File: config.mk
export PLATFORM = sky130hd
export DESIGN_NAME = stack_arith_processor_port
export DESIGN_NICKNAME = d
export VERILOG_FILES = /design/src/rtl/sap_pkg.sv /design/src/rtl/data_fifo.sv /design/src/rtl/stack_arith_processor_port.sv
export VERILOG_INCLUDE_DIRS = /design/src /design/src/rtl
export SDC_FILE = /design/constraint.sdc
export NUM_CORES = 2
export LEC_CHECK = 0
export BUFFER_PORTS_ARGS = -buffer_cell sky130_fd_sc_hd__buf_4
export CAP_MARGIN = 20
export CORE_MARGIN = 2
export CORE_UTILIZATION = 53
export DETAILED_ROUTE_END_ITERATION = 10
export PLACE_DENSITY = 0.69
export SKIP_LAST_GASP = 1
export SYNTH_ARGS = -nofsm -noshare
export SYNTH_HDL_FRONTEND = slang
export SYNTH_SLANG_ARGS = --single-unit
File: constraint.sdc
create_clock -name mclk -period 11.51 [get_ports mclk]
set_input_delay 2.302 -clock mclk [delete_from_list [all_inputs] [get_ports mclk]]
set_output_delay 2.302 -clock mclk [all_outputs]
set_load 0.02 [all_outputs]
File: src/rtl/sap_cfg.svh
// Constants of the stack arithmetic processor port: field positions,
// opcodes, execution cycle counts and reset values.
// Assumes inclusion by bare name from the package and the design files.
`ifndef SAP_CFG_SVH
`define SAP_CFG_SVH

// ==========================================================
// Command byte fields
`define CMD_OP_MSB      4
`define CMD_FIX_BIT     5
`define CMD_SGL_BIT     6
`define CMD_SVC_BIT     7

// ==========================================================
// Operation codes (bits 4..0)
`define OP_NOP          5'h00
`define OP_LOG          5'h08
`define OP_LN           5'h09
`define OP_ADD          5'h0C
`define OP_SUB          5'h0D
`define OP_CHS          5'h14
`define OP_XCH          5'h19

// ==========================================================
// Status byte layout
`define ST_BUSY_BIT     7
`define ST_SIGN_BIT     6
`define ST_ZERO_BIT     5
`define ST_ERR_MSB      4
`define ST_ERR_LSB      1
`define ST_CARRY_BIT    0
`define ERR_NONE        4'h0
`define ERR_OVF         4'h1

// ==========================================================
// Execution times in mclk cycles
`define CYC_ADD16       14'd17
`define CYC_SUB16       14'd30
`define CYC_ADD32       14'd21
`define CYC_SUB32       14'd38
`define CYC_CHS16       14'd23
`define CYC_CHS32       14'd27
`define CYC_XCH16       14'd18
`define CYC_XCH32       14'd26
`define CYC_NOP         14'd4
`define CYC_OTHER       14'd16
`define CYC_LN          4298
`define CYC_LOG         4474

// ==========================================================
// Misc
`define LOG10E_Q24      24'h6F2DEC
`define FIFO_DEPTH      16
`define SYNC_W          14
`define SYNC_RST        14'h003F
`define STACK_BYTES     16

`endif

File: src/rtl/sap_pkg.sv
// Types shared by the stack arithmetic processor port.
// Assumes sap_cfg.svh is on the include path.
`include "sap_cfg.svh"

package sap_pkg;

   // ==========================================================
   // Bus access state, one-hot
   typedef enum logic [2:0] {
      S_IDLE = 3'b001,
      S_WAIT = 3'b010,
      S_DONE = 3'b100
   } bus_state_e;

   // ==========================================================
   // Kind of host access
   typedef enum logic [1:0] {
      ACC_STACK_WR = 2'b00,
      ACC_STACK_RD = 2'b01,
      ACC_CMD_WR   = 2'b10,
      ACC_STAT_RD  = 2'b11
   } access_e;

   typedef logic [`STACK_BYTES-1:0][7:0] stack_t;

endpackage

File: src/rtl/data_fifo.sv
// Synchronous FIFO holding stack bytes written by the host.
// Assumes one clock; ce low freezes all state.
`timescale 1ns/1ps
`default_nettype none

module data_fifo #(
   parameter int WIDTH = 8,
   parameter int DEPTH = 16
) (
   // Clock and reset
   input  wire logic             mclk,
   input  wire logic             rst_b,
   input  wire logic             ce,
   // Fill side
   input  wire logic             in_valid,
   output logic                  in_ready,
   input  wire logic [WIDTH-1:0] in_data,
   // Drain side
   output logic                  out_valid,
   input  wire logic             out_ready,
   output logic [WIDTH-1:0]      out_data
);

   localparam int AW = $clog2(DEPTH);

   typedef struct packed {
      logic [DEPTH-1:0][WIDTH-1:0] mem;
      logic [AW:0]                 wr_ptr;
      logic [AW:0]                 rd_ptr;
   } fifo_s;

   fifo_s st_reg;
   fifo_s st_next;
   logic  full;
   logic  empty;

   // ==========================================================
   // Flags
   assign empty     = (st_reg.wr_ptr == st_reg.rd_ptr);
   assign full      = (st_reg.wr_ptr[AW-1:0] == st_reg.rd_ptr[AW-1:0]) && !empty;
   assign in_ready  = !full;
   assign out_valid = !empty;
   assign out_data  = st_reg.mem[st_reg.rd_ptr[AW-1:0]];

   // ==========================================================
   // Next state
   always_comb begin
      st_next = st_reg;
      if (in_valid && !full) begin
         st_next.mem[st_reg.wr_ptr[AW-1:0]] = in_data;
         st_next.wr_ptr = st_reg.wr_ptr + 1'b1;
      end
      if (out_ready && !empty) begin
         st_next.rd_ptr = st_reg.rd_ptr + 1'b1;
      end
   end

   always_ff @(posedge mclk or negedge rst_b) begin
      if (!rst_b) begin
         st_reg <= '0;
      end else if (ce) begin
         st_reg <= st_next;
      end
   end

endmodule

`default_nettype wire

File: src/rtl/stack_arith_processor_port.sv
// Host port and control of a stack arithmetic coprocessor: byte stack,
// command execution timing, status, READY and completion handshakes.
// Assumes an asynchronous host on pins; all host pins are resynchronised.
`timescale 1ns/1ps
`default_nettype none
`include "sap_cfg.svh"

module stack_arith_processor_port #(
   parameter int LN_CYCLES  = `CYC_LN,
   parameter int LOG_CYCLES = `CYC_LOG
) (
   // Clock and reset
   input  wire logic       mclk,
   input  wire logic       rst_b,
   input  wire logic       ce,
   // Host bus
   input  wire logic       cs_n,
   input  wire logic       cmd_data_select,
   input  wire logic       rd_n,
   input  wire logic       wr_n,
   input  wire logic [7:0] data_in,
   output logic      [7:0] data_out,
   output logic            data_oe_n,
   output logic            ready,
   // Completion handshakes
   output logic            end_n,
   input  wire logic       done_ack_n,
   output logic            service_request,
   input  wire logic       service_ack_n
);
   import sap_pkg::*;

   typedef struct packed {
      logic [`SYNC_W-1:0] sy1;
      logic [`SYNC_W-1:0] sy2;
      logic [`SYNC_W-1:0] sy3;
      logic [`SYNC_W-1:0] pin;
      bus_state_e         fsm;
      access_e            acc;
      stack_t             stk;
      logic [7:0]         cmd;
      logic               busy;
      logic [13:0]        cnt;
      logic               sign;
      logic               zero;
      logic [3:0]         err;
      logic               carry;
      logic [7:0]         out_latch;
      logic               end_n;
      logic               svc;
   } port_s;

   port_s st_reg;
   port_s st_next;

   // ==========================================================
   // Decoded pins and helpers
   logic        p_cs_n;
   logic        p_a0;
   logic        p_rd_n;
   logic        p_wr_n;
   logic        p_done_ack_n_n;
   logic        p_sack_n;
   logic [7:0]  p_data;
   logic        acc_req;
   logic        fifo_in_valid;
   logic        fifo_in_ready;
   logic        fifo_out_valid;
   logic        fifo_out_ready;
   logic [7:0]  fifo_out_data;
   logic [4:0]  op;
   logic        fixed;
   logic        dbl;
   logic [15:0] top16;
   logic [15:0] nos16;
   logic [31:0] top32;
   logic [31:0] nos32;
   logic [16:0] add16;
   logic [16:0] sub16;
   logic [32:0] add32;
   logic [32:0] sub32;
   logic [15:0] neg16;
   logic [31:0] neg32;
   logic [47:0] log_prod;
   logic [31:0] log_res;
   logic [31:0] ln_res;
   logic [6:0]  log_exp;

   assign p_cs_n   = st_reg.pin[0];
   assign p_a0     = st_reg.pin[1];
   assign p_rd_n   = st_reg.pin[2];
   assign p_wr_n   = st_reg.pin[3];
   assign p_done_ack_n_n = st_reg.pin[4];
   assign p_sack_n = st_reg.pin[5];
   assign p_data   = st_reg.pin[13:6];
   assign acc_req  = !p_cs_n && (!p_rd_n || !p_wr_n);

   // Top byte sits at index 0; the byte pushed last is the most significant
   assign top16 = {st_reg.stk[0], st_reg.stk[1]};
   assign nos16 = {st_reg.stk[2], st_reg.stk[3]};
   assign top32 = {st_reg.stk[0], st_reg.stk[1], st_reg.stk[2], st_reg.stk[3]};
   assign nos32 = {st_reg.stk[4], st_reg.stk[5], st_reg.stk[6], st_reg.stk[7]};

   assign op    = st_reg.cmd[`CMD_OP_MSB:0];
   assign fixed = st_reg.cmd[`CMD_FIX_BIT];
   assign dbl   = !(fixed && st_reg.cmd[`CMD_SGL_BIT]);

   assign add16 = {1'b0, top16} + {1'b0, nos16};
   assign sub16 = {1'b0, nos16} - {1'b0, top16};
   assign add32 = {1'b0, top32} + {1'b0, nos32};
   assign sub32 = {1'b0, nos32} - {1'b0, top32};
   assign neg16 = 16'h0000 - top16;
   assign neg32 = 32'h0000_0000 - top32;

   // Natural log core is not modelled: it passes the operand through.
   assign ln_res   = top32;
   // Product of two fractions lies in [0.21,0.44): one or two shifts renormalise
   assign log_prod = ln_res[23:0] * `LOG10E_Q24;
   assign log_exp  = ln_res[30:24] - 7'h01;
   always_comb begin
      if (ln_res == 32'h0000_0000) begin
         log_res = 32'h0000_0000;
      end else if (log_prod[46]) begin
         log_res = {ln_res[31], log_exp, log_prod[46:23]};
      end else begin
         log_res = {ln_res[31], 7'(log_exp - 7'h01), log_prod[45:22]};
      end
   end

   // ==========================================================
   // Input latch between bus and stack
   // Draining and filling both stop while a command runs, so the latch never holds more than one byte
   assign fifo_in_valid  = (st_reg.fsm == S_WAIT) && (st_reg.acc == ACC_STACK_WR) && !st_reg.busy;
   assign fifo_out_ready = !st_reg.busy;

   data_fifo #(
      .WIDTH (8),
      .DEPTH (`FIFO_DEPTH)
   ) u_in_fifo (
      .mclk      (mclk),
      .rst_b     (rst_b),
      .ce        (ce),
      .in_valid  (fifo_in_valid),
      .in_ready  (fifo_in_ready),
      .in_data   (p_data),
      .out_valid (fifo_out_valid),
      .out_ready (fifo_out_ready),
      .out_data  (fifo_out_data)
   );

   // ==========================================================
   // Execution time lookup
   function automatic logic [13:0] cycles_of(input logic [7:0] c);
      logic       f;
      logic       s;
      f = c[`CMD_FIX_BIT];
      s = c[`CMD_SGL_BIT];
      cycles_of = `CYC_OTHER;
      unique case (c[`CMD_OP_MSB:0])
         `OP_NOP: cycles_of = `CYC_NOP;
         `OP_ADD: cycles_of = (f && s) ? `CYC_ADD16 : `CYC_ADD32;
         `OP_SUB: cycles_of = (f && s) ? `CYC_SUB16 : `CYC_SUB32;
         `OP_CHS: cycles_of = (f && s) ? `CYC_CHS16 : `CYC_CHS32;
         `OP_XCH: cycles_of = (f && s) ? `CYC_XCH16 : `CYC_XCH32;
         `OP_LN:  cycles_of = LN_CYCLES[13:0];
         `OP_LOG: cycles_of = LOG_CYCLES[13:0];
         default: cycles_of = `CYC_OTHER;
      endcase
   endfunction

   // ==========================================================
   // Next state
   always_comb begin
      st_next = st_reg;

      // Three-stage resync; a bit changes once stages two and three agree
      st_next.sy1 = {data_in, service_ack_n, done_ack_n, wr_n, rd_n, cmd_data_select, cs_n};
      st_next.sy2 = st_reg.sy1;
      st_next.sy3 = st_reg.sy2;
      for (int i = 0; i < `SYNC_W; i++) begin
         if (st_reg.sy2[i] == st_reg.sy3[i]) begin
            st_next.pin[i] = st_reg.sy3[i];
         end
      end

      // Drained latch bytes push down the stack; bottom byte falls off
      if (fifo_out_valid && fifo_out_ready) begin
         st_next.stk = {st_reg.stk[14:0], fifo_out_data};
      end

      // Host bus sequencing
      unique case (st_reg.fsm)
         S_IDLE: begin
            if (acc_req) begin
               st_next.acc = access_e'({p_a0, !p_rd_n});
               st_next.fsm = S_WAIT;
            end
         end
         S_WAIT: begin
            unique case (st_reg.acc)
               ACC_STAT_RD: begin
                  st_next.out_latch = {st_reg.busy, st_reg.sign, st_reg.zero, st_reg.err, st_reg.carry};
                  st_next.fsm       = S_DONE;
               end
               ACC_CMD_WR: begin
                  // Operands still in the latch must reach the stack first
                  if (!st_reg.busy && !fifo_out_valid) begin
                     st_next.cmd  = p_data;
                     st_next.busy = 1'b1;
                     st_next.cnt  = cycles_of(p_data);
                     st_next.fsm  = S_DONE;
                  end
               end
               ACC_STACK_WR: begin
                  if (!st_reg.busy && fifo_in_ready) begin
                     st_next.fsm = S_DONE;
                  end
               end
               ACC_STACK_RD: begin
                  if (!st_reg.busy && !fifo_out_valid) begin
                     st_next.out_latch = st_reg.stk[0];
                     st_next.stk       = {st_reg.stk[0], st_reg.stk[15:1]};
                     st_next.fsm       = S_DONE;
                  end
               end
            endcase
         end
         S_DONE: begin
            // Wait for the strobe to go away before taking the next access
            if (!acc_req) begin
               st_next.fsm = S_IDLE;
            end
         end
         default: st_next.fsm = S_IDLE;
      endcase

      // Acknowledges first, so a completion in the same cycle wins
      if (!p_done_ack_n_n) begin
         st_next.end_n = 1'b1;
      end
      if (!p_sack_n) begin
         st_next.svc = 1'b0;
      end

      // Command execution
      if (st_reg.busy) begin
         if (st_reg.cnt > 14'd1) begin
            st_next.cnt = st_reg.cnt - 14'd1;
         end else begin
            st_next.busy  = 1'b0;
            st_next.end_n = 1'b0;
            st_next.svc   = st_reg.cmd[`CMD_SVC_BIT];
            st_next.err   = `ERR_NONE;
            st_next.carry = 1'b0;
            unique case (op)
               `OP_ADD: begin
                  if (!dbl) begin
                     st_next.stk   = {st_reg.stk[1:0], st_reg.stk[15:4], add16[7:0], add16[15:8]};
                     st_next.carry = add16[16];
                     if ((top16[15] == nos16[15]) && (add16[15] != top16[15])) begin
                        st_next.err = `ERR_OVF;
                     end
                  end else begin
                     st_next.stk   = {st_reg.stk[3:0], st_reg.stk[15:8],
                                      add32[7:0], add32[15:8], add32[23:16], add32[31:24]};
                     st_next.carry = add32[32];
                     if ((top32[31] == nos32[31]) && (add32[31] != top32[31])) begin
                        st_next.err = `ERR_OVF;
                     end
                  end
               end
               `OP_SUB: begin
                  if (!dbl) begin
                     st_next.stk   = {st_reg.stk[1:0], st_reg.stk[15:4], sub16[7:0], sub16[15:8]};
                     st_next.carry = sub16[16];
                     if ((top16[15] != nos16[15]) && (sub16[15] != nos16[15])) begin
                        st_next.err = `ERR_OVF;
                     end
                  end else begin
                     st_next.stk   = {st_reg.stk[3:0], st_reg.stk[15:8],
                                      sub32[7:0], sub32[15:8], sub32[23:16], sub32[31:24]};
                     st_next.carry = sub32[32];
                     if ((top32[31] != nos32[31]) && (sub32[31] != nos32[31])) begin
                        st_next.err = `ERR_OVF;
                     end
                  end
               end
               `OP_CHS: begin
                  // Single operand: only the top value changes
                  if (!dbl) begin
                     st_next.stk = {st_reg.stk[15:2], neg16[7:0], neg16[15:8]};
                     if (top16 == 16'h8000) begin
                        st_next.err = `ERR_OVF;
                     end
                  end else begin
                     st_next.stk = {st_reg.stk[15:4], neg32[7:0], neg32[15:8], neg32[23:16], neg32[31:24]};
                     if (top32 == 32'h8000_0000) begin
                        st_next.err = `ERR_OVF;
                     end
                  end
               end
               `OP_XCH: begin
                  if (!dbl) begin
                     st_next.stk = {st_reg.stk[15:4], st_reg.stk[1:0], st_reg.stk[3:2]};
                  end else begin
                     st_next.stk = {st_reg.stk[15:8], st_reg.stk[3:0], st_reg.stk[7:4]};
                  end
               end
               `OP_LOG: begin
                  st_next.stk = {st_reg.stk[15:4], log_res[7:0], log_res[15:8],
                                 log_res[23:16], log_res[31:24]};
               end
               default: begin
                  st_next.stk = st_reg.stk;
               end
            endcase
            // Sign and zero describe the new top value
            st_next.sign = st_next.stk[0][7];
            if (dbl) begin
               st_next.zero = ({st_next.stk[0], st_next.stk[1], st_next.stk[2], st_next.stk[3]} == 32'h0);
            end else begin
               st_next.zero = ({st_next.stk[0], st_next.stk[1]} == 16'h0);
            end
         end
      end
   end

   // ==========================================================
   // State register
   always_ff @(posedge mclk or negedge rst_b) begin
      if (!rst_b) begin
         st_reg       <= '0;
         st_reg.sy1   <= `SYNC_RST;
         st_reg.sy2   <= `SYNC_RST;
         st_reg.sy3   <= `SYNC_RST;
         st_reg.pin   <= `SYNC_RST;
         st_reg.fsm   <= S_IDLE;
         st_reg.acc   <= ACC_STACK_WR;
         st_reg.end_n <= 1'b1;
      end else if (ce) begin
         st_reg <= st_next;
      end
   end

   // ==========================================================
   // Outputs
   // READY drops as soon as an access is seen and rises when it is served
   assign ready           = !((st_reg.fsm == S_WAIT) || ((st_reg.fsm == S_IDLE) && acc_req));
   assign data_out        = st_reg.out_latch;
   assign data_oe_n       = !((st_reg.fsm == S_DONE) && st_reg.acc[0]);
   assign end_n           = st_reg.end_n;
   assign service_request = st_reg.svc;

endmodule

`default_nettype wire
==> out/metrics.yaml <==
status: "finished clean"
wl_per_cell_um: 27.9
worstPathCellList: "inv_1 > fa_1 > inv_1 > fa_1 > fa_1 > fa_1 > ha_1 > fa_1 > fa_1 > ha_1 > a21oi_1 > o211ai_1 > o211ai_1 > a211oi_2 > mux2_4 > nand2_1 > nor3_1 > or4_1 > nor4_2 > o21ai_1 > nor4bb_1 > nand4_1 > o21ai_1"
fin_worst_skew_ps: 34.5
cts_tree: "yes"
clock_latency_ps: 620
finalSetupTns_ps: 0
async_flop_share: 1.00
start_util: 0.532
synthesis.nets: 5290
crit_type: "register to register"
dr.pass1.iters: 10
drv_cap: 0
place_area_um2: 40400
synth_warnings: 0
cts_buffers: 44
arrival_ps: 9840
syn_inst: 4678
gp_congestion: 1.08
max_stage_delay_ps: 930
crit_path_start_kind: "register"
hold_path.class: "register to register"
num-fill-cells: 6934
slew_violations: 0
worst-path-buf-inv: 2
die_y_um: 277
holdBufCountCts: 0
cp.required_ps: 12040
route.detailed.drc: 0
coreArea_um2: 74100
largest_reg_flops: 138
drtAntennaViolNets: 0
synth_edf_count: 0
grt_antenna_before_repair: 3
ys.flop_type: "dfrtp_1"
area_delta_synth_final_pct: 6.50
vias_per_cell: 6.63
fin_cells: 5537
grt_max_degree: 114
ioPinCount: 29
die_w_um: 277
ctsResizeCount: 0
path_delay_family: "adder cells"
min_period_over_period: 0.808
syn_area_per_cell_um2: 8.43
io_buffers: 28
cp_slowest_cell: "dfrtp_1"
hold_violations: 0
clockRootBuffer: "clkbuf_16"
drive_gt1_frac: 0.102
synthesis.area_um2: 39400
ys_ff_latch: 364
drt_iter0_drc: 4286
final_area_um2: 42000
ys_seq_area_frac: 0.232
grt_usage: 0.400
tightest_slew_ps: 1130
wirelength_um: 155000
pre_cts_ws_ps: 2560
crit_fanout: 22
hpwlAfterDp_um: 116000
final_cell_mix: "595 x nand2_1, 453 x inv_1, 359 x o21ai_0"
dp_cells: 5453
grt_pass1_wl_um: 231000
post_cts_buffers: 0
cts.path.max_buffers: 3
clock.fmax_mhz: 107
min_period_ps: 9310
die-area_um2: 76600
crit_path_end_kind: "register"
seqCellArea_um2: 9140
finalWorstSetupSlack_ps: 2200
synth_cell_types: 98
multiInputGateArea_um2: 27400
final_common_cell: "nand2_1"
rows: 100
fin_nets: 5145
via_count: 36700
path_common_cell: "fa_1"
rsz0062_at_grt: "false"
cts_sinks: 364
clk_pin_slew_worst_paths_ps: 60
overflow: 0
max_slew_margin: 0.241
cts_max_level: 2
setup_violations: 0
grt_pass1_vias: 34700
==> cell type report <==
cell class	instances	area share
multi-input cells	3539	0.652
flip-flops and latches	364	0.218
inverters	464	0.0415
clock buffers	61	0.0304
well taps	969	0.0289
repair buffers	120	0.0229
clock inverters	18	0.00623
diodes	2	0.000119
==> routing by layer <==
metal | routed length, um | share of wire | up-vias | global-route usage
met2 | 66200 | 0.43 | 2124 | 0.595
li1 | - | - | 16100 | -
met5 | 0 | 0 | - | 0
met4 | 8120 | 0.053 | 0 | 0.173
met3 | 17600 | 0.11 | 478 | 0.122
met1 | 62700 | 0.41 | 18000 | 0.541
==> through the flow <==
| stage | hold WS, ps | util |
|---|---|---|
| 6_report | 479 | 0.567 |
| 4_1_cts | 479 | 0.566 |
| 3_3_place_gp | 458 | 0.545 |
| 2_1_floorplan | 445 | - |
| 3_5_place_dp | 465 | 0.545 |
| 5_1_grt | 504 | 0.567 |
==> cell usage after synthesis (28+ instances only) <==
master     number  share of area
nand4_1        66          0.010
a211oi_1       55          0.010
xnor2_1        98          0.022
o21ai_0       359          0.046
o2111ai_1      38         0.0084
a221oi_1       53          0.012
mux2_2        149          0.043
dfrtp_1       338           0.21
fa_1          251           0.13
ha_1          344           0.11
nor2_1        345          0.033
o211ai_1       93          0.018
nand2_1       598          0.057
nor3_1         49         0.0062
nand3_1        76         0.0096
mux4_2         40          0.023
mux2i_1        28         0.0071
a21oi_1       327          0.042
a31oi_1        90          0.014
inv_1         453          0.043
clkbuf_1      258          0.025
a21o_1         58          0.011
==> tightest hold or removal path: cells and delay by family, from the launching register on <==
kind,cells,cell delay (ps)
DFF,1,340
AOI/OAI and AO/OA,1,60
and+or+nand+nor,1,40
==> kinds of logic after synthesis <==
kind of cell               after synthesis  synth area share
AOI/OAI and AO/OA                     1309             0.211
and+or+nand+nor                       1292             0.144
buffers and inverters                  775            0.0761
adders and majority gates              595             0.237
DFF                                    364             0.232
muxes                                  220            0.0738
xor gates and xnor gates               123            0.0273
==> final timing paths <==
path / from / to / slack, ps / depth (start not counted)
worst max register to register: ln_res[7] / st_reg[15] / 2200 / 23
max in group asynchronous: rst_b / data_out[3] / 8190 / 2
worst min-delay path: u_in_fifo.st_reg[20] / u_in_fifo.st_reg[20] / 480 / 2
min in group asynchronous: rst_b / st_reg[148] / 1770 / 1
worst min register to register: u_in_fifo.st_reg[20] / u_in_fifo.st_reg[20] / 480 / 2
worst max-delay path: ln_res[7] / st_reg[15] / 2200 / 23
Power is left out: the tool's default activity adds up to more than one toggle a clock period on the data nets, which glitch-free logic cannot reach.
